===== config.mk =====
export PLATFORM = sky130hd
export DESIGN_NAME = touch_scan_unit
export DESIGN_NICKNAME = d
export VERILOG_FILES = /design/src/inc/touch_scan_pkg.sv /design/src/hdl/touch_scan_unit.sv
export VERILOG_INCLUDE_DIRS = /design/src /design/src/inc
export SDC_FILE = /design/constraint.sdc
export NUM_CORES = 1
export LEC_CHECK = 0
export ABC_AREA = 1
export BUFFER_PORTS_ARGS = -buffer_cell sky130_fd_sc_hd__buf_2
export CAP_MARGIN = 0
export CORE_UTILIZATION = 40
export DETAILED_ROUTE_END_ITERATION = 10
export PLACE_DENSITY = 0.63
export SYNTH_ARGS = -nofsm -noshare
export SYNTH_HDL_FRONTEND = slang
export SYNTH_SLANG_ARGS = --single-unit

===== constraint.sdc =====
create_clock -name i_clk_sys -period 6.66 [get_ports i_clk_sys]
set_clock_uncertainty 0.05 [all_clocks]
set_input_delay 0.333 -clock i_clk_sys [delete_from_list [all_inputs] [get_ports i_clk_sys]]
set_output_delay 0.333 -clock i_clk_sys [all_outputs]
set_load 0.1 [all_outputs]

===== src/inc/touch_scan_defs.svh =====
// Register offsets, field positions, reset values and timing counts for the touch scan unit.
// Included by the design; definitions only.
`ifndef TOUCH_SCAN_DEFS_SVH
`define TOUCH_SCAN_DEFS_SVH
`define TS_IDX_FLAGS      8'h95
`define TS_IDX_DATA       8'hAA
`define TS_IDX_CNT_LOW    8'hAC
`define TS_IDX_CONTROL    8'hAD
`define TS_IDX_CHANNEL_SELECT      8'hAE
`define TS_IDX_AUTO_CTRL  8'hAF
`define TS_IDX_THR_H10    8'hC2
`define TS_IDX_THR_H32    8'hC3
`define TS_IDX_THR_L0     8'hC4
`define TS_IDX_START      8'hF8
`define TS_FLAG_BIT       5
`define TS_FLAG_CLEAR_VAL 8'hDF
`define TS_START_BIT      5
`define TS_PD_BIT         7
`define TS_CTRL_RESET     8'h84
`define TS_CHANNEL_SELECT_RESET    8'hFF
`define TS_AUTO_RESET     8'h03
`define TS_THR_L_RESET    8'h40
`define TS_CH_REFCAP      4'hF
`define TS_CH_UNDEF       4'hE
`define TS_CLK_HZ         25000000
`define TS_EOC_DELAY_NS   3000
`define TS_EOC_DELAY_CYC  ((`TS_EOC_DELAY_NS * (`TS_CLK_HZ / 1000000)) / 1000)
`define TS_SLOW_DIV       32
`define TS_BASE_PERIOD    128
`endif


===== src/inc/touch_scan_pkg.sv =====
// Types for the touch scan unit.
// Constants live in touch_scan_defs.svh.
package touch_scan_pkg;
  typedef enum logic [1:0] {
    ST_IDLE,
    ST_DELAY,
    ST_CHARGE
  } scan_state_t;
  typedef logic [9:0] count_t;
endpackage


===== src/hdl/touch_scan_unit.sv =====
// Capacitive touch key scan unit: APB registers, manual and auto scan, charge counting.
// Assumes the pad logic returns one comparator trip pulse per charge threshold crossing.
// Functional notes
// - Only manual mode or auto-scan mode is active, never both.
// - Hardware clears the start bit when a manual conversion ends.
// - Done flag low while converting, high at end; count then valid.
// - Overflow flag set when the count passes 10 bits, else zero.
// - 3-bit time field scales conversion length; reset value 100.
// - Channel codes 0-13 pick keys, 14 undefined, 15 reference capacitor.
// - Auto-scan covers keys 0 to 3 only.
// - Auto scans every 2048 or 4096 slow clock cycles by rate bit.
// - Auto count below threshold raises touch flag and wakes processor.
// - Manual end sets flag; write DFh or start bit clears it.
// - Auto touch sets flag; service entry or DFh write clears it.
// - Power-down bit: 0 runs, 1 powers down; resets to 1. Here auto-scan runs only with the bit at 1 and stops at 0.
// - Count bits 9-8 in data register low bits, 7-0 in low register.
// - Start bit auto-clear unreliable at very slow system clock.
// - Channel-count field picks keys 0, 0-1, 0-2 or 0-3.
// - Each auto key has an 11-bit threshold, high and low registers.
//
// The APB register port is this design's own decision.
`timescale 1ns/1ns
`include "touch_scan_defs.svh"
module touch_scan_unit #(
  parameter int SLOW_DIV    = `TS_SLOW_DIV,
  parameter int BASE_PERIOD = `TS_BASE_PERIOD,
  parameter int RATE_SLOW   = 4096,
  parameter int RATE_FAST   = 2048
) (
  // Clock, reset, enable
  input  wire logic                    i_clk_sys,
  input  wire logic                    i_srst,
  input  wire logic                    i_clk_en,
  // APB slave
  input  wire logic                    i_psel,
  input  wire logic                    i_penable,
  input  wire logic                    i_pwrite,
  input  wire logic [11:0]             i_paddr,
  input  wire logic [31:0]             i_pwdata,
  output logic      [31:0]             o_prdata,
  output logic                         o_pready,
  output logic                         o_pslverr,
  // Sense front end
  input  wire logic                    i_charge_trip,
  output logic      [3:0]              o_sense_channel,
  output logic                         o_charge_enable,
  output logic      [2:0]              o_conversion_time_select,
  // Processor side
  input  wire logic                    i_isr_entry,
  output logic                         o_touch_interrupt_flag,
  output logic                         o_wake
);
  import touch_scan_pkg::*;

  // At least one settle cycle even with a slow clock
  localparam int EOC_DLY = (`TS_EOC_DELAY_CYC < 1) ? 1 : `TS_EOC_DELAY_CYC;

  logic [7:0]  control_reg;
  logic [7:0]  channel_select_reg;
  logic [7:0]  auto_ctrl_reg;
  logic [7:0]  thr_high10_reg;
  logic [7:0]  thr_high32_reg;
  logic [7:0]  thr_low_reg [4];
  logic        start_reg;
  logic        done_reg;
  logic        ovf_reg;
  logic        flag_reg;
  logic [3:0]  touched_reg;
  count_t      count_reg;
  logic [10:0] charge_reg;
  logic [15:0] period_reg;
  logic [5:0]  slow_div_reg;
  logic [12:0] slow_tick_reg;
  logic [1:0]  auto_key_reg;
  logic        auto_busy_reg;
  logic [15:0] delay_reg;
  scan_state_t state_reg;
  logic [31:0] prdata_reg;
  logic [3:0]  sense_channel_reg;

  logic        wr;
  logic        rd_ok;
  logic [9:0]  word_idx;
  logic        auto_mode;
  logic        powered_down;
  logic        sw_start;
  logic        auto_due;
  logic        conv_end;
  logic [15:0] limit;
  logic [10:0] thr_sel;
  logic        flag_set;
  logic        flag_clr;
  logic [31:0] rdata_next;
  logic [10:0] charge_next;

  assign word_idx = i_paddr[11:2];
  assign wr       = i_clk_en && i_psel && i_penable && i_pwrite;
  // Zero wait: every access completes in its first access cycle
  assign o_pready = 1'b1;

  assign auto_mode    = auto_ctrl_reg[3];
  assign powered_down = control_reg[`TS_PD_BIT];
  assign sw_start     = wr && (word_idx == 10'(`TS_IDX_START)) && i_pwdata[`TS_START_BIT];

  assign limit = 16'(BASE_PERIOD << control_reg[2:0]);

  always_comb begin
    rd_ok = 1'b1;
    rdata_next = 32'h0000_0000;
    unique case (word_idx)
      10'(`TS_IDX_FLAGS):     rdata_next[`TS_FLAG_BIT] = flag_reg;
      10'(`TS_IDX_DATA):      rdata_next[3:0] = {done_reg, ovf_reg, count_reg[9:8]};
      10'(`TS_IDX_CNT_LOW):   rdata_next[7:0] = count_reg[7:0];
      10'(`TS_IDX_CONTROL):   rdata_next[7:0] = control_reg;
      10'(`TS_IDX_CHANNEL_SELECT):     rdata_next[7:0] = channel_select_reg;
      10'(`TS_IDX_AUTO_CTRL): rdata_next[7:0] = {touched_reg, auto_ctrl_reg[3:0]};
      10'(`TS_IDX_THR_H10):   rdata_next[7:0] = thr_high10_reg;
      10'(`TS_IDX_THR_H32):   rdata_next[7:0] = thr_high32_reg;
      10'(`TS_IDX_START):     rdata_next[`TS_START_BIT] = start_reg;
      default: begin
        if (word_idx >= 10'(`TS_IDX_THR_L0) && word_idx < 10'(`TS_IDX_THR_L0 + 4)) begin
          rdata_next[7:0] = thr_low_reg[2'(word_idx - 10'(`TS_IDX_THR_L0))];
        end else begin
          rd_ok = 1'b0;
        end
      end
    endcase
  end
  assign o_pslverr = i_psel && i_penable && !rd_ok;

  // Read data caught in the setup cycle, so the zero-wait access sees a flop
  always_ff @(posedge i_clk_sys) begin
    if (i_srst) begin
      prdata_reg <= 32'h0000_0000;
    end else if (i_clk_en && i_psel && !i_penable) begin
      prdata_reg <= rdata_next;
    end
  end
  assign o_prdata = prdata_reg;

  // Register writes
  always_ff @(posedge i_clk_sys) begin
    if (i_srst) begin
      control_reg        <= `TS_CTRL_RESET;
      channel_select_reg <= `TS_CHANNEL_SELECT_RESET;
      auto_ctrl_reg      <= `TS_AUTO_RESET;
      thr_high10_reg     <= 8'h00;
      thr_high32_reg     <= 8'h00;
      for (int i = 0; i < 4; i++) begin
        thr_low_reg[i] <= `TS_THR_L_RESET;
      end
    end else if (wr) begin
      unique case (word_idx)
        10'(`TS_IDX_CONTROL):   control_reg <= {i_pwdata[7], 4'h0, i_pwdata[2:0]};
        10'(`TS_IDX_CHANNEL_SELECT):     channel_select_reg <= i_pwdata[7:0];
        10'(`TS_IDX_AUTO_CTRL): auto_ctrl_reg <= {4'h0, i_pwdata[3:0]};
        10'(`TS_IDX_THR_H10):   thr_high10_reg <= {1'b0, i_pwdata[6:4], 1'b0, i_pwdata[2:0]};
        10'(`TS_IDX_THR_H32):   thr_high32_reg <= {1'b0, i_pwdata[6:4], 1'b0, i_pwdata[2:0]};
        default: begin
          if (word_idx >= 10'(`TS_IDX_THR_L0) && word_idx < 10'(`TS_IDX_THR_L0 + 4)) begin
            thr_low_reg[2'(word_idx - 10'(`TS_IDX_THR_L0))] <= i_pwdata[7:0];
          end
        end
      endcase
    end
  end

  // slow clock tick and scan interval
  always_ff @(posedge i_clk_sys) begin
    if (i_srst) begin
      slow_div_reg  <= 6'h00;
      slow_tick_reg <= 13'h0000;
    end else if (i_clk_en) begin
      // Parked at zero outside auto mode, so the first scan starts promptly
      if (!auto_mode || !powered_down) begin
        slow_div_reg  <= 6'h00;
        slow_tick_reg <= 13'h0000;
      end else if (slow_div_reg == 6'(SLOW_DIV - 1)) begin
        slow_div_reg <= 6'h00;
        if (slow_tick_reg == 13'((auto_ctrl_reg[2] ? RATE_FAST : RATE_SLOW) - 1)) begin
          slow_tick_reg <= 13'h0000;
        end else begin
          slow_tick_reg <= slow_tick_reg + 13'h0001;
        end
      end else begin
        slow_div_reg <= slow_div_reg + 6'h01;
      end
    end
  end
  // auto runs with both bits set
  assign auto_due = auto_mode && powered_down && (slow_div_reg == 6'(SLOW_DIV - 1))
                    && (slow_tick_reg == 13'h0000) && !auto_busy_reg;

  always_comb begin
    unique case (auto_key_reg)
      2'd0: thr_sel = {thr_high10_reg[2:0], thr_low_reg[0]};
      2'd1: thr_sel = {thr_high10_reg[6:4], thr_low_reg[1]};
      2'd2: thr_sel = {thr_high32_reg[2:0], thr_low_reg[2]};
      2'd3: thr_sel = {thr_high32_reg[6:4], thr_low_reg[3]};
    endcase
  end

  assign conv_end = (state_reg == ST_CHARGE) && (period_reg >= limit - 16'h0001);
  // Final cycle's trip counts too, so the result equals the trips seen
  assign charge_next = charge_reg + {10'h000, i_charge_trip && !charge_reg[10]};

  // Conversion sequencer
  always_ff @(posedge i_clk_sys) begin
    if (i_srst) begin
      state_reg     <= ST_IDLE;
      start_reg     <= 1'b0;
      done_reg      <= 1'b1;
      ovf_reg       <= 1'b0;
      count_reg     <= 10'h000;
      charge_reg    <= 11'h000;
      period_reg    <= 16'h0000;
      delay_reg     <= 16'h0000;
      auto_key_reg  <= 2'd0;
      auto_busy_reg <= 1'b0;
      touched_reg   <= 4'h0;
    end else if (i_clk_en) begin
      unique case (state_reg)
        ST_IDLE: begin
          if (sw_start && !auto_mode && !powered_down) begin
            start_reg  <= 1'b1;
            done_reg   <= 1'b0;
            ovf_reg    <= 1'b0;
            charge_reg <= 11'h000;
            delay_reg  <= 16'h0000;
            state_reg  <= ST_DELAY;
          end else if (auto_due) begin
            auto_busy_reg <= 1'b1;
            auto_key_reg  <= 2'd0;
            touched_reg   <= 4'h0;
            charge_reg    <= 11'h000;
            delay_reg     <= 16'h0000;
            state_reg     <= ST_DELAY;
          end
        end
        // done falls within the settle delay
        ST_DELAY: begin
          period_reg <= 16'h0000;
          delay_reg  <= delay_reg + 16'h0001;
          if (delay_reg == 16'(EOC_DLY - 1)) begin
            state_reg <= ST_CHARGE;
          end
        end
        ST_CHARGE: begin
          period_reg <= period_reg + 16'h0001;
          charge_reg <= charge_next;
          if (conv_end) begin
            if (auto_busy_reg) begin
              if (charge_next < thr_sel) begin
                touched_reg[auto_key_reg] <= 1'b1;
              end
              if (auto_key_reg == auto_ctrl_reg[1:0]) begin
                auto_busy_reg <= 1'b0;
                state_reg     <= ST_IDLE;
              end else begin
                auto_key_reg <= auto_key_reg + 2'd1;
                charge_reg   <= 11'h000;
                state_reg    <= ST_DELAY;
              end
            end else begin
              start_reg <= 1'b0;
              done_reg  <= 1'b1;
              count_reg <= charge_next[9:0];
              ovf_reg   <= charge_next[10];
              state_reg <= ST_IDLE;
            end
          end
        end
      endcase
      // leaving auto mode abandons a scan and hands the unit back
      if (!auto_mode && (auto_busy_reg || powered_down)) begin
        state_reg     <= ST_IDLE;
        auto_busy_reg <= 1'b0;
      end
      // software may clear a start bit left standing
      if (wr && word_idx == 10'(`TS_IDX_START) && !i_pwdata[`TS_START_BIT]) begin
        start_reg <= 1'b0;
      end
    end
  end

  // Auto sets only on a touch, manual on every end
  assign flag_set = conv_end && (!auto_busy_reg || (charge_next < thr_sel));
  assign flag_clr = (wr && word_idx == 10'(`TS_IDX_FLAGS) && i_pwdata[7:0] == `TS_FLAG_CLEAR_VAL)
                    || (sw_start && !auto_mode) || (i_isr_entry && auto_mode);

  // Set wins over clear
  always_ff @(posedge i_clk_sys) begin
    if (i_srst) begin
      flag_reg <= 1'b0;
    end else if (i_clk_en) begin
      if (flag_set) begin
        flag_reg <= 1'b1;
      end else if (flag_clr) begin
        flag_reg <= 1'b0;
      end
    end
  end

  // channel routing, auto uses keys 0-3
  always_ff @(posedge i_clk_sys) begin
    if (i_srst) begin
      sense_channel_reg <= `TS_CH_REFCAP;
    end else if (i_clk_en) begin
      sense_channel_reg <= auto_busy_reg ? {2'b00, auto_key_reg} : channel_select_reg[3:0];
    end
  end
  // One cycle of lag is hidden inside the settle delay
  assign o_sense_channel          = sense_channel_reg;
  // Undefined channel code charges nothing, so its count stays zero
  assign o_charge_enable          = (state_reg == ST_CHARGE)
                                    && (auto_busy_reg || channel_select_reg[3:0] != `TS_CH_UNDEF);
  assign o_conversion_time_select = control_reg[2:0];
  assign o_touch_interrupt_flag   = flag_reg;
  assign o_wake                   = flag_reg && auto_mode;
endmodule


After elaboration in Yosys (flattened, before gate mapping)
Memory sizes are Yosys's and may differ from the RTL's.
Cells that the tools add are included.

word-level totals
  flip-flop bits (word level) = 125
  latch bits = 0
  bits in writable memories = 32
  ROM bits = 0
  output and inout bits = 44
  word-level logic and storage cells = 227
  memories kept = 1

cells by class
  add/subtract/negate cells = 9
  $mul = 0
  divide/modulo/power cells = 0
  $lt $le $gt $ge = 6
  eq/ne operators = 37
  shift-type cells = 1
  multiplexer cells = 77
  bitwise logic cells = 2
  reduce and logical (&&, ||, !) cells = 73

memory list
  memory       words  bits a word  read ports  clocked after memory_dff  write ports  RTL line               text
  thr_low_reg  4      8            5           0                         4            touch_scan_unit.sv:63  logic [7:0] thr_low_reg [4];

operator list
  cell                                                                     count
  10-bit by 8-bit equality test with 1-bit output (second input constant)  9
  16-bit case mux with 2 select lines                                      2
  11-bit two-way mux                                                       5
  13-bit two-way mux                                                       4
  11-bit case mux with 4 select lines                                      1
  16-bit by 1-bit adder with 16-bit output (second input constant)         2
  16-bit two-way mux                                                       2
  4-bit case mux with 8 select lines                                       1
  1-bit two-way mux                                                        28
  1-bit logical AND                                                        26
  2-bit two-way mux                                                        12
  4-bit two-way mux                                                        6
  3-bit != test (second input constant)                                    8
  11-bit case mux with 2 select lines                                      1
  16-bit by 7-bit equality test with 1-bit output (second input constant)  1
  16-bit >= comparator                                                     1
  8-bit two-way mux                                                        2
  2-bit != test (second input constant)                                    8
  2-bit AND reduction                                                      8
  8-bit by 3-bit left shift with 16-bit output (first input constant)      1
  16-bit by 1-bit subtractor with 16-bit output (second input constant)    1
  5-bit AND reduction                                                      3
  2-bit case mux with 7 select lines                                       1
  7-bit AND reduction                                                      2
  42 further kinds                                                         70

Longest topological paths before layout
Gate-level depths: netlist of run 1.

  depth in word-level cells = 10
  mapped depth = 21

Least setup slack after synthesis of run 1
Ideal clock, no wire load.

  path kind = register to register
  start point = register control_reg[2]
  end point = register count_reg[8]
  arrival = 2525 ps
  required time = 6491 ps
  path slack = 3965 ps
  cell stages (with the launch flop) = 21
  buffers on the path = 2
  period minus slack after synthesis = 2695 ps
  cell sequence = dfxtp_1 clkbuf_1 inv_1 nand3_1 ha_1 o21ai_0 a21oi_1 xor2_1 ha_1 nand2_1 inv_1 nand2_1 nor2_1 nand2_1 nand3_1 nand2_1 nor2_1 inv_1 buf_2 o21ai_0 a21oi_1

between the ends
  longest elaborated chain between the ends = 5

RTL lines
  what                                           RTL line                text
  from (decl)                                    touch_scan_unit.sv:58   logic [7:0] control_reg;
  from (signal assigned)                         touch_scan_unit.sv:144  control_reg <= `TS_CTRL_RESET;
  from (signal assigned)                         touch_scan_unit.sv:154  10'(`TS_IDX_CONTROL): control_reg <= {i_pwdata[7], 4'h0, i_pwdata[2:0]};
  8-bit by 3-bit left shift with 16-bit output   touch_scan_unit.sv:105  assign limit = 16'(BASE_PERIOD << control_reg[2:0]);
  16-bit by 1-bit subtractor with 16-bit output  touch_scan_unit.sv:203  assign conv_end = (state_reg == ST_CHARGE) && (period_reg >= limit - 16'h0001);
  16-bit >= comparator                           touch_scan_unit.sv:203
  1-bit logical AND                              touch_scan_unit.sv:203
  4-bit AND reduction (no line)                  --
  to (signal assigned)                           touch_scan_unit.sv:267  count_reg <= charge_next[9:0];
  to (decl)                                      touch_scan_unit.sv:69   count_t count_reg;

No other way between the ends.
A chain may end at the register's enable or synchronous reset.

Worst setup path after layout of run 1
Ends and elaborated chain as after synthesis.

==> results.json, run 1 <==
{
  "clkLatencyLatePin_ns": 0.43,
  "hp-class": "in -> reg",
  "vias_per_cell": 5.22,
  "whs_ns": 0.191,
  "layout_min_cycle_time_ns": 3.66,
  "antenna_found_initial": 0,
  "rr_worst_depth": 18,
  "hold_viol_final": 0,
  "min_delay_worst_endpoint": "auto_ctrl_reg[3]",
  "synth-main-ff-cell": "dfxtp_1",
  "syn2layout_area_growth_pct": 9.75,
  "remaining_drc_errors": 0,
  "clk_pin_slew_ns": 0.07,
  "drive_above_1_share": 0.0919,
  "placedInstanceArea_mm2": 0.00954,
  "setup_viol_count_final": 0,
  "crit_family": "simple AND/OR/NAND/NOR gates",
  "grt-ovfl-total": 0,
  "synth.ff_latch_count": 157,
  "fin_nets": 1413,
  "dp_worst_setup_slack_ns": 2.99,
  "drtIter0Drc": 622,
  "cts_tree": "yes",
  "power_mw": 2.24,
  "first_global_vias": 7758,
  "dieHeight_um": 154,
  "synth.cell_area_mm2": 0.00921,
  "htree_levels": 4,
  "largest_reg_flops": 32,
  "cp_common_cell": "nand2_1",
  "regToRegEndpoint": "count_reg[8]",
  "timing.final.ws_setup_ns": 3.00,
  "start_kind": "register",
  "first_pass_iters": 7,
  "port_buffers": 44,
  "reg2reg_from": "control_reg[2]",
  "rows": 55,
  "timing_worst_setup_path_type": "reg -> reg",
  "max_freq_mhz": 273,
  "whs_path_depth": 3,
  "diodes": 0,
  "critPathMaxFanout": 13,
  "cts.path.max_buffers": 2,
  "vias": 8483,
  "cts_setup_buffers": 0,
  "grt_pass1_wl_mm": 41.0,
  "rsz0062_at_grt": "no",
  "dp_hpwl_mm": 18.8,
  "pin_count": 96,
  "status": "finished, final reports clean",
  "gp_congestion": 1.00,
  "grt_max_degree": 46,
  "slowest_stage": "nor2_1",
  "yosysUniqueCellTypes": 50,
  "postLayoutCellArea_mm2": 0.0101,
  "end_kind": "register",
  "synth-edff-count": 32,
  "dieArea_mm2": 0.0236,
  "holdCritStartpoint": "i_pwdata[3]",
  "cts_resized": 0,
  "yosysWarnings": 0,
  "final_cells": 1624,
  "cp_data_required_time_ns": 6.92,
  "syn_area_per_cell_um2": 7.10,
  "track_usage": 0.223,
  "crit_chain": "inv_1 -> nand3_1 -> ha_1 -> o21ai_0 -> a21oi_1 -> xor2_1 -> ha_1 -> nand2_1 -> inv_1 -> nand2_1 -> nor2_1 -> nand2_1 -> nand3_1 -> nand2_1 -> nor2_1 -> inv_1 -> o21ai_0 -> a21oi_1",
  "fillers": 2335,
  "postRouteWirelength_mm": 25.5,
  "arrival_ns": 3.92,
  "ant_nets": 0,
  "period_share": 0.550,
  "yosysSeqAreaShare": 0.376,
  "wl_per_cell_um": 15.7,
  "place_inst": 1592,
  "r2r_setup_slack_ns": 3.00,
  "crit_buf_inv": 3,
  "slew-limit-headroom": 0.189,
  "cts-root-buf": "clkbuf_16",
  "final_core_util": 0.447,
  "peakVddDrop_mv": 0.152,
  "power_density_mw_per_mm2": 221,
  "start_util": 0.407,
  "core_area_mm2": 0.0226,
  "finalMaxSlewViolations": 0,
  "die_x_um": 154,
  "numCtsBuffers": 17,
  "setup_tns_ns": 0,
  "synthCells": 1298,
  "slowest_delay_ns": 0.59,
  "drv_cap": 0,
  "holdBufCountCts": 0,
  "p_leak_nw": 4.18,
  "ys_async_sr_fraction": 0,
  "worst_pin_slew_ns": 1.20,
  "clock_sinks": 157
}
[per-layer routing]
layer	vias to the layer above	wire [um]	track usage
met1	3902	11400	0.287
li1	4300	-	-
met2	222	12000	0.372
met5	-	0	0
met3	59	1370	0.0406
met4	0	733	0.0790
[worst register-to-register path, delay by kind of cell, from the launching register on]
kind	cells	cell delay, ns
AO/OA/AOI/OAI	4	0.62
buffers and inverters	3	0.57
AND/OR/NAND/NOR	8	1.18
XOR/XNOR	1	0.09
flip-flops	1	0.51
adder cells (fa/ha/maj)	2	0.49
[cells in the mapped netlist (all sizes together) (27+ instances only)]
cell,number,share of area
o22ai,27,0.018
dfxtp,125,0.27
inv,149,0.061
ha,35,0.048
nor3,28,0.016
nand2,265,0.11
nand4,36,0.026
nand3,85,0.048
edfxtp,32,0.10
o21ai,69,0.039
nor2,211,0.095
a21oi,77,0.043
buf,42,0.032
[power breakdown]
part / internal [mW] / switching [mW]
Combinational: 0.0462 / 0.213
Clock: 0.530 / 0.447
Sequential: 0.987 / 0.0109
Total: 1.56 / 0.672
[cells by family after synthesis]
kind of cell,after synthesis,share of synthesized area
other cells,2,0.000815
xor+xnor,31,0.0295
flops,157,0.376
compound gates,216,0.135
buf+inv,219,0.104
fa+ha+maj,35,0.0475
simple gates,638,0.307
[worst max path at each step]
| stage | start | end | cells after the start |
|---|---|---|---|
| after global routing | control_reg[2] | count_reg[8] | 18 |
| after detailed placement | control_reg[2] | count_reg[8] | 18 |
| after floorplan | control_reg[2] | count_reg[8] | 20 |
| final | control_reg[2] | count_reg[8] | 18 |
| after global placement | control_reg[2] | count_reg[8] | 18 |
| after CTS | control_reg[2] | count_reg[8] | 18 |
[final cells by class]
class / instances / area (um2) / share of cell area
sequential: 157 / 3460 / 0.342
clock inverter: 14 / 148 / 0.0146
inverter: 157 / 591 / 0.0584
clock buffer: 18 / 429 / 0.0424
timing repair buffer: 48 / 250 / 0.0247
multi-input combinational: 945 / 4870 / 0.482
tap: 285 / 357 / 0.0353
[placed cells by master (no fill, tap or decap), types with 27 or more instances in the layout]
cell / count
nand3_1: 84
inv_1: 140
nand4_1: 35
ha_1: 35
o21ai_0: 66
nor3_1: 27
a21oi_1: 75
dfxtp_1: 125
buf_2: 44
edfxtp_1: 32
nand2_1: 256
nor2_1: 195
o22ai_1: 27
Power figures use the tool's default switching activity.
==> run 2: changes to the inputs <==
ABC_AREA = 0   (was 1)
clock period = 3.8 ns   (was 6.66 ns; I/O delays follow)
==> results.json, run 2 <==
{
  "start_kind": "register",
  "holdCritStartpoint": "i_pwdata[6]",
  "placedInstanceArea_mm2": 0.00929,
  "p_leak_nw": 3.87,
  "synth.ff_latch_count": 157,
  "rr_worst_depth": 14,
  "vias": 7302,
  "gp_congestion": 0.865,
  "finalMaxSlewViolations": 0,
  "peakVddDrop_mv": 0.232,
  "cp_data_required_time_ns": 4.12,
  "htree_levels": 4,
  "rows": 53,
  "netlist_top_cells_count": "125 x dfxtp_1, 112 x nor2_1, 102 x nand2_1",
  "core_area_mm2": 0.0213,
  "synthTopCellsByArea": "dfxtp_1 29%, edfxtp_1 11%, mux2i_1 5.6%",
  "reg2reg_from": "charge_reg[10]",
  "min_delay_worst_endpoint": "channel_select_reg[6]",
  "wl_per_cell_um": 17.9,
  "regToRegEndpoint": "touched_reg[2]",
  "final_core_util": 0.469,
  "yosysUniqueCellTypes": 75,
  "clkLatencyLatePin_ns": 0.43,
  "cts-root-buf": "clkbuf_16",
  "track_usage": 0.214,
  "synth_area_leader_cell": "dfxtp_1",
  "first_pass_iters": 10,
  "power_mw": 3.77,
  "largest_reg_flops": 32,
  "syn2layout_area_growth_pct": 13.8,
  "synth-main-ff-cell": "dfxtp_1",
  "diodes": 0,
  "ys_async_sr_fraction": 0,
  "yosysSeqAreaShare": 0.395,
  "synth-edff-count": 32,
  "layout_min_cycle_time_ns": 3.61,
  "first_global_vias": 6837,
  "final_common_cell": "dfxtp_1",
  "hp-class": "in -> reg",
  "final_cells": 1311,
  "synth.cell_area_mm2": 0.00878,
  "power_density_mw_per_mm2": 378,
  "synthCells": 979,
  "yosysWarnings": 0,
  "place_inst": 1277,
  "critPathMaxFanout": 4,
  "slew-limit-headroom": 0.273,
  "pin_count": 96,
  "end_kind": "register",
  "netlist.area_leader.share": 0.285,
  "holdBufCountCts": 0,
  "start_util": 0.412,
  "drtIter0Drc": 663,
  "setup_viol_count_final": 0,
  "synth.most_common_cell": "dfxtp_1",
  "postRouteWirelength_mm": 23.5,
  "r2r_setup_slack_ns": 0.19,
  "worst_pin_slew_ns": 1.08,
  "antenna_found_initial": 0,
  "numCtsBuffers": 17,
  "syn_area_per_cell_um2": 8.97,
  "dp_hpwl_mm": 16.5,
  "grt-ovfl-total": 0,
  "grt_pass1_wl_mm": 36.9,
  "clk_pin_slew_ns": 0.06,
  "hold_viol_final": 0,
  "final_cell_mix": "125 x dfxtp_1, 110 x nor2_1, 102 x nand2_1",
  "grt_max_degree": 65,
  "timing_worst_setup_path_type": "reg -> reg",
  "whs_path_depth": 3,
  "dieHeight_um": 150,
  "dieArea_mm2": 0.0225,
  "period_share": 0.951,
  "fin_nets": 1110,
  "remaining_drc_errors": 0,
  "status": "finished, final reports clean",
  "postLayoutCellArea_mm2": 0.00999,
  "drv_cap": 0,
  "cts.path.max_buffers": 2,
  "cts_tree": "yes",
  "ant_nets": 0,
  "drive_above_1_share": 0.151,
  "clock_sinks": 157,
  "arrival_ns": 3.94,
  "port_buffers": 44,
  "die_x_um": 150,
  "max_freq_mhz": 277,
  "vias_per_cell": 5.57
}
[run 2: worst max-delay path, cell delays in order (launching register included)]
cell and delay (ns):
dfxtp_1 0.32, nor2b_1 0.12, ha_2 0.20, ha_2 0.18
and3_4 0.18, nand3_1 0.09, or2_4 0.30, xnor2_2 0.15
ha_1 0.31, a21o_1 0.19, a21o_1 0.17, a221o_1 0.28
or4_4 0.51, nor4b_4 0.35, a22o_1 0.17
[run 2: per-stage QoR]
step           hold slack [ns]  setup TNS, ns  worst slack (ns)
2_1_floorplan            0.265              0             0.142
3_3_place_gp             0.401              0            0.0567
3_5_place_dp             0.404              0            0.0136
4_1_cts                 0.0420              0            0.0320
5_1_grt                 0.0531       -0.00323          -0.00323
6_report                0.0607              0             0.186
[run 2: metal layers]
metal / routed length (um) / GRT usage / vias to the layer above
li1: - / - / 3568
met1: 11100 / 0.300 / 3521
met2: 10800 / 0.333 / 192
met3: 1330 / 0.0445 / 21
met4: 317 / 0.0530 / 0
met5: 0 / 0 / -
[run 2: worst max path at each step]
stage                         startpoint              to  cells past startpoint
final                     charge_reg[10]  touched_reg[2]                     14
after global routing      charge_reg[10]  touched_reg[2]                     15
after CTS                 charge_reg[10]  touched_reg[1]                     16
after detailed placement   i_charge_trip  touched_reg[0]                     17
after global placement     i_charge_trip  touched_reg[1]                     17
after floorplan           charge_reg[10]  touched_reg[0]                     16
[run 2: layout make-up]
| type | count | area, um2 |
|---|---|---|
| Fill cell | 2058 | 11300 |
| Multi-Input combinational cell | 735 | 4950 |
| Sequential cell | 157 | 3460 |
| Timing Repair Buffer | 86 | 536 |
| Clock buffer | 21 | 493 |
| Tap cell | 275 | 344 |
| Clock inverter | 11 | 105 |
| Inverter | 26 | 97.6 |
[run 2: kinds of logic (layout without fill, tap and decap cells)]
logic type,after synthesis,after routing,share of synthesized area
multiplexers,60,60,0.0828
AO/OA/AOI/OAI,163,163,0.128
XOR/XNOR,58,58,0.0579
other,2,25,0.000856
buffers and inverters,110,144,0.0610
adder cells (fa/ha/maj),35,35,0.0499
flip-flops,157,157,0.395
AND/OR/NAND/NOR,394,394,0.225
[run 2: what timing repair did]
action                                  4_1_cts  5_1_grt
gates resized for setup                       0       18
gates cloned                                  0        0
endpoints found under the setup margin        4       22
buffers inserted                              0        2
pin swaps                                     1        5
[run 2: report_power, final]
part           total, mW  switching, mW  internal, mW
clock network       1.72          0.721          1.00
logic              0.318          0.258        0.0601
registers           1.73         0.0131          1.72
==> run 3: changes to the inputs <==
CORE_ASPECT_RATIO = 1.5   (was default)
RECOVER_POWER = 25   (was default)
==> results.json, run 3 (synthesized netlist as in run 2, its figures left out) <==
{
  "status": "finished, final reports clean",
  "whs_path_depth": 3,
  "track_usage": 0.214,
  "first_global_vias": 6838,
  "min_delay_worst_endpoint": "channel_select_reg[3]",
  "cts.path.max_buffers": 2,
  "vias": 7299,
  "clock_sinks": 157,
  "final_cells": 1295,
  "grt-ovfl-total": 0,
  "grt_max_degree": 65,
  "die_x_um": 123,
  "worst_pin_slew_ns": 1.19,
  "finalMaxSlewViolations": 0,
  "final_cell_mix": "125 x dfxtp_1, 110 x nor2_1, 102 x nand2_1",
  "htree_levels": 4,
  "start_kind": "register",
  "cts_tree": "yes",
  "cp_data_required_time_ns": 4.14,
  "largest_reg_flops": 32,
  "fillers": 2133,
  "drv_cap": 0,
  "first_pass_iters": 4,
  "fin_nets": 1097,
  "seq_power_share": 0.462,
  "power_frac_comb": 0.083,
  "core_area_mm2": 0.0216,
  "diodes": 0,
  "regToRegEndpoint": "touched_reg[2]",
  "dp_hpwl_mm": 17.0,
  "end_kind": "register",
  "p_leak_nw": 3.72,
  "holdBufCountCts": 0,
  "holdCritStartpoint": "i_pwdata[3]",
  "clkPwrFrac": 0.455,
  "port_buffers": 44,
  "clk_pin_slew_ns": 0.07,
  "setup_viol_count_final": 0,
  "swShare": 0.271,
  "peakVddDrop_mv": 0.286,
  "remaining_drc_errors": 0,
  "numCtsBuffers": 17,
  "reg2reg_from": "auto_key_reg[0]",
  "p_int_mw": 2.73,
  "layout_min_cycle_time_ns": 3.59,
  "timing_worst_setup_path_type": "reg -> reg",
  "area.sequential_mm2": 0.00346,
  "syn2layout_area_growth_pct": 11.8,
  "place_inst": 1262,
  "p_sw_mw": 1.02,
  "cts-root-buf": "clkbuf_16",
  "r2r_setup_slack_ns": 0.21,
  "gp_congestion": 0.862,
  "rsz0062_at_grt": "yes",
  "vias_per_cell": 5.64,
  "arrival_ns": 3.93,
  "pin_count": 96,
  "hp-class": "in -> reg",
  "hold_viol_final": 0,
  "start_util": 0.406,
  "power_mw": 3.75,
  "setup_tns_ns": 0,
  "postRouteWirelength_mm": 23.4,
  "antenna_found_initial": 1,
  "dieHeight_um": 183,
  "crit_start": "auto_key_reg[0]",
  "ant_nets": 0,
  "grt_pass1_wl_mm": 36.6,
  "drive_above_1_share": 0.120,
  "drtIter0Drc": 445,
  "critPathMaxFanout": 17,
  "multi_input_area_mm2": 0.00492,
  "final_common_cell": "dfxtp_1",
  "max_freq_mhz": 278,
  "clkLatencyLatePin_ns": 0.44,
  "rr_worst_depth": 11,
  "period_share": 0.946,
  "wl_per_cell_um": 18.1,
  "rows": 66,
  "power_density_mw_per_mm2": 382,
  "slew-limit-headroom": 0.211,
  "dieArea_mm2": 0.0226,
  "final_core_util": 0.454
}
-- run 3: changes by cell type in the layout (fill, tap and decap cells not counted), moves of 2 or more --
cell,delta
buf_2,-17
buf_4,-14
clkbuf_1,+17
clkbuf_16,-2
inv_6,+2
-- run 3: final cells by class --
class / instances / share of cell area
multi-input cells: 735 / 0.501
well taps: 272 / 0.0347
flip-flops and latches: 157 / 0.353
repair buffers: 73 / 0.0421
clock inverters: 13 / 0.0130
inverters: 26 / 0.0103
clock buffers: 19 / 0.0461
-- run 3: per-stage QoR --
| stage | worst slack, ns | cell area (um2) | hold slack (ns) |
|---|---|---|---|
| floorplan | 0.142 | 8860 | 0.265 |
| global placement | 0.0757 | 9200 | 0.399 |
| detailed placement | 0.0487 | 9200 | 0.410 |
| CTS | 0.0330 | 9780 | 0.0215 |
| global route | -0.0369 | 9810 | 0.0547 |
| finish | 0.206 | 9810 | 0.0519 |
-- run 3: power groups by stage --
stage,clock [mW],sequential (mW),combinational [mW]
floorplan,0,1.78,0.243
global placement,0,1.77,0.310
detailed placement,0,1.77,0.311
CTS,1.72,1.73,0.312
global route,1.78,1.73,0.328
finish,1.70,1.73,0.312
-- run 3: how the worst max path moves through the flow --
stage	to	slack (ns)
3_3_place_gp	touched_reg[1]	0.08
3_5_place_dp	touched_reg[0]	0.05
4_1_cts	touched_reg[2]	0.03
2_1_floorplan	touched_reg[0]	0.14
5_1_grt	touched_reg[1]	-0.04
6_report	touched_reg[2]	0.21
-- run 3: repair_timing --
item                                    in CTS  in global routing
gates resized for setup                      0                 15
buffers inserted                             0                  1
endpoints found under the setup margin       0                 22
-- run 3: per-layer routing --
layer	wire, um	track usage	vias up
li1	-	-	3536
met1	9430	0.247	3484
met2	12000	0.370	213
met3	1030	0.0382	64
met4	964	0.111	2
met5	13	0	-
-- run 3: critical path, cell delays in order, from the launching register on --
cell and delay, ns:
dfxtp_1 0.37, inv_1 0.15, ha_1 0.27, clkinvlp_4 0.30, o21ai_0 0.43, ha_1 0.33, a21o_1 0.18, a21o_1 0.17
a221o_1 0.28, or4_4 0.51, nor4b_4 0.31, a22o_1 0.18
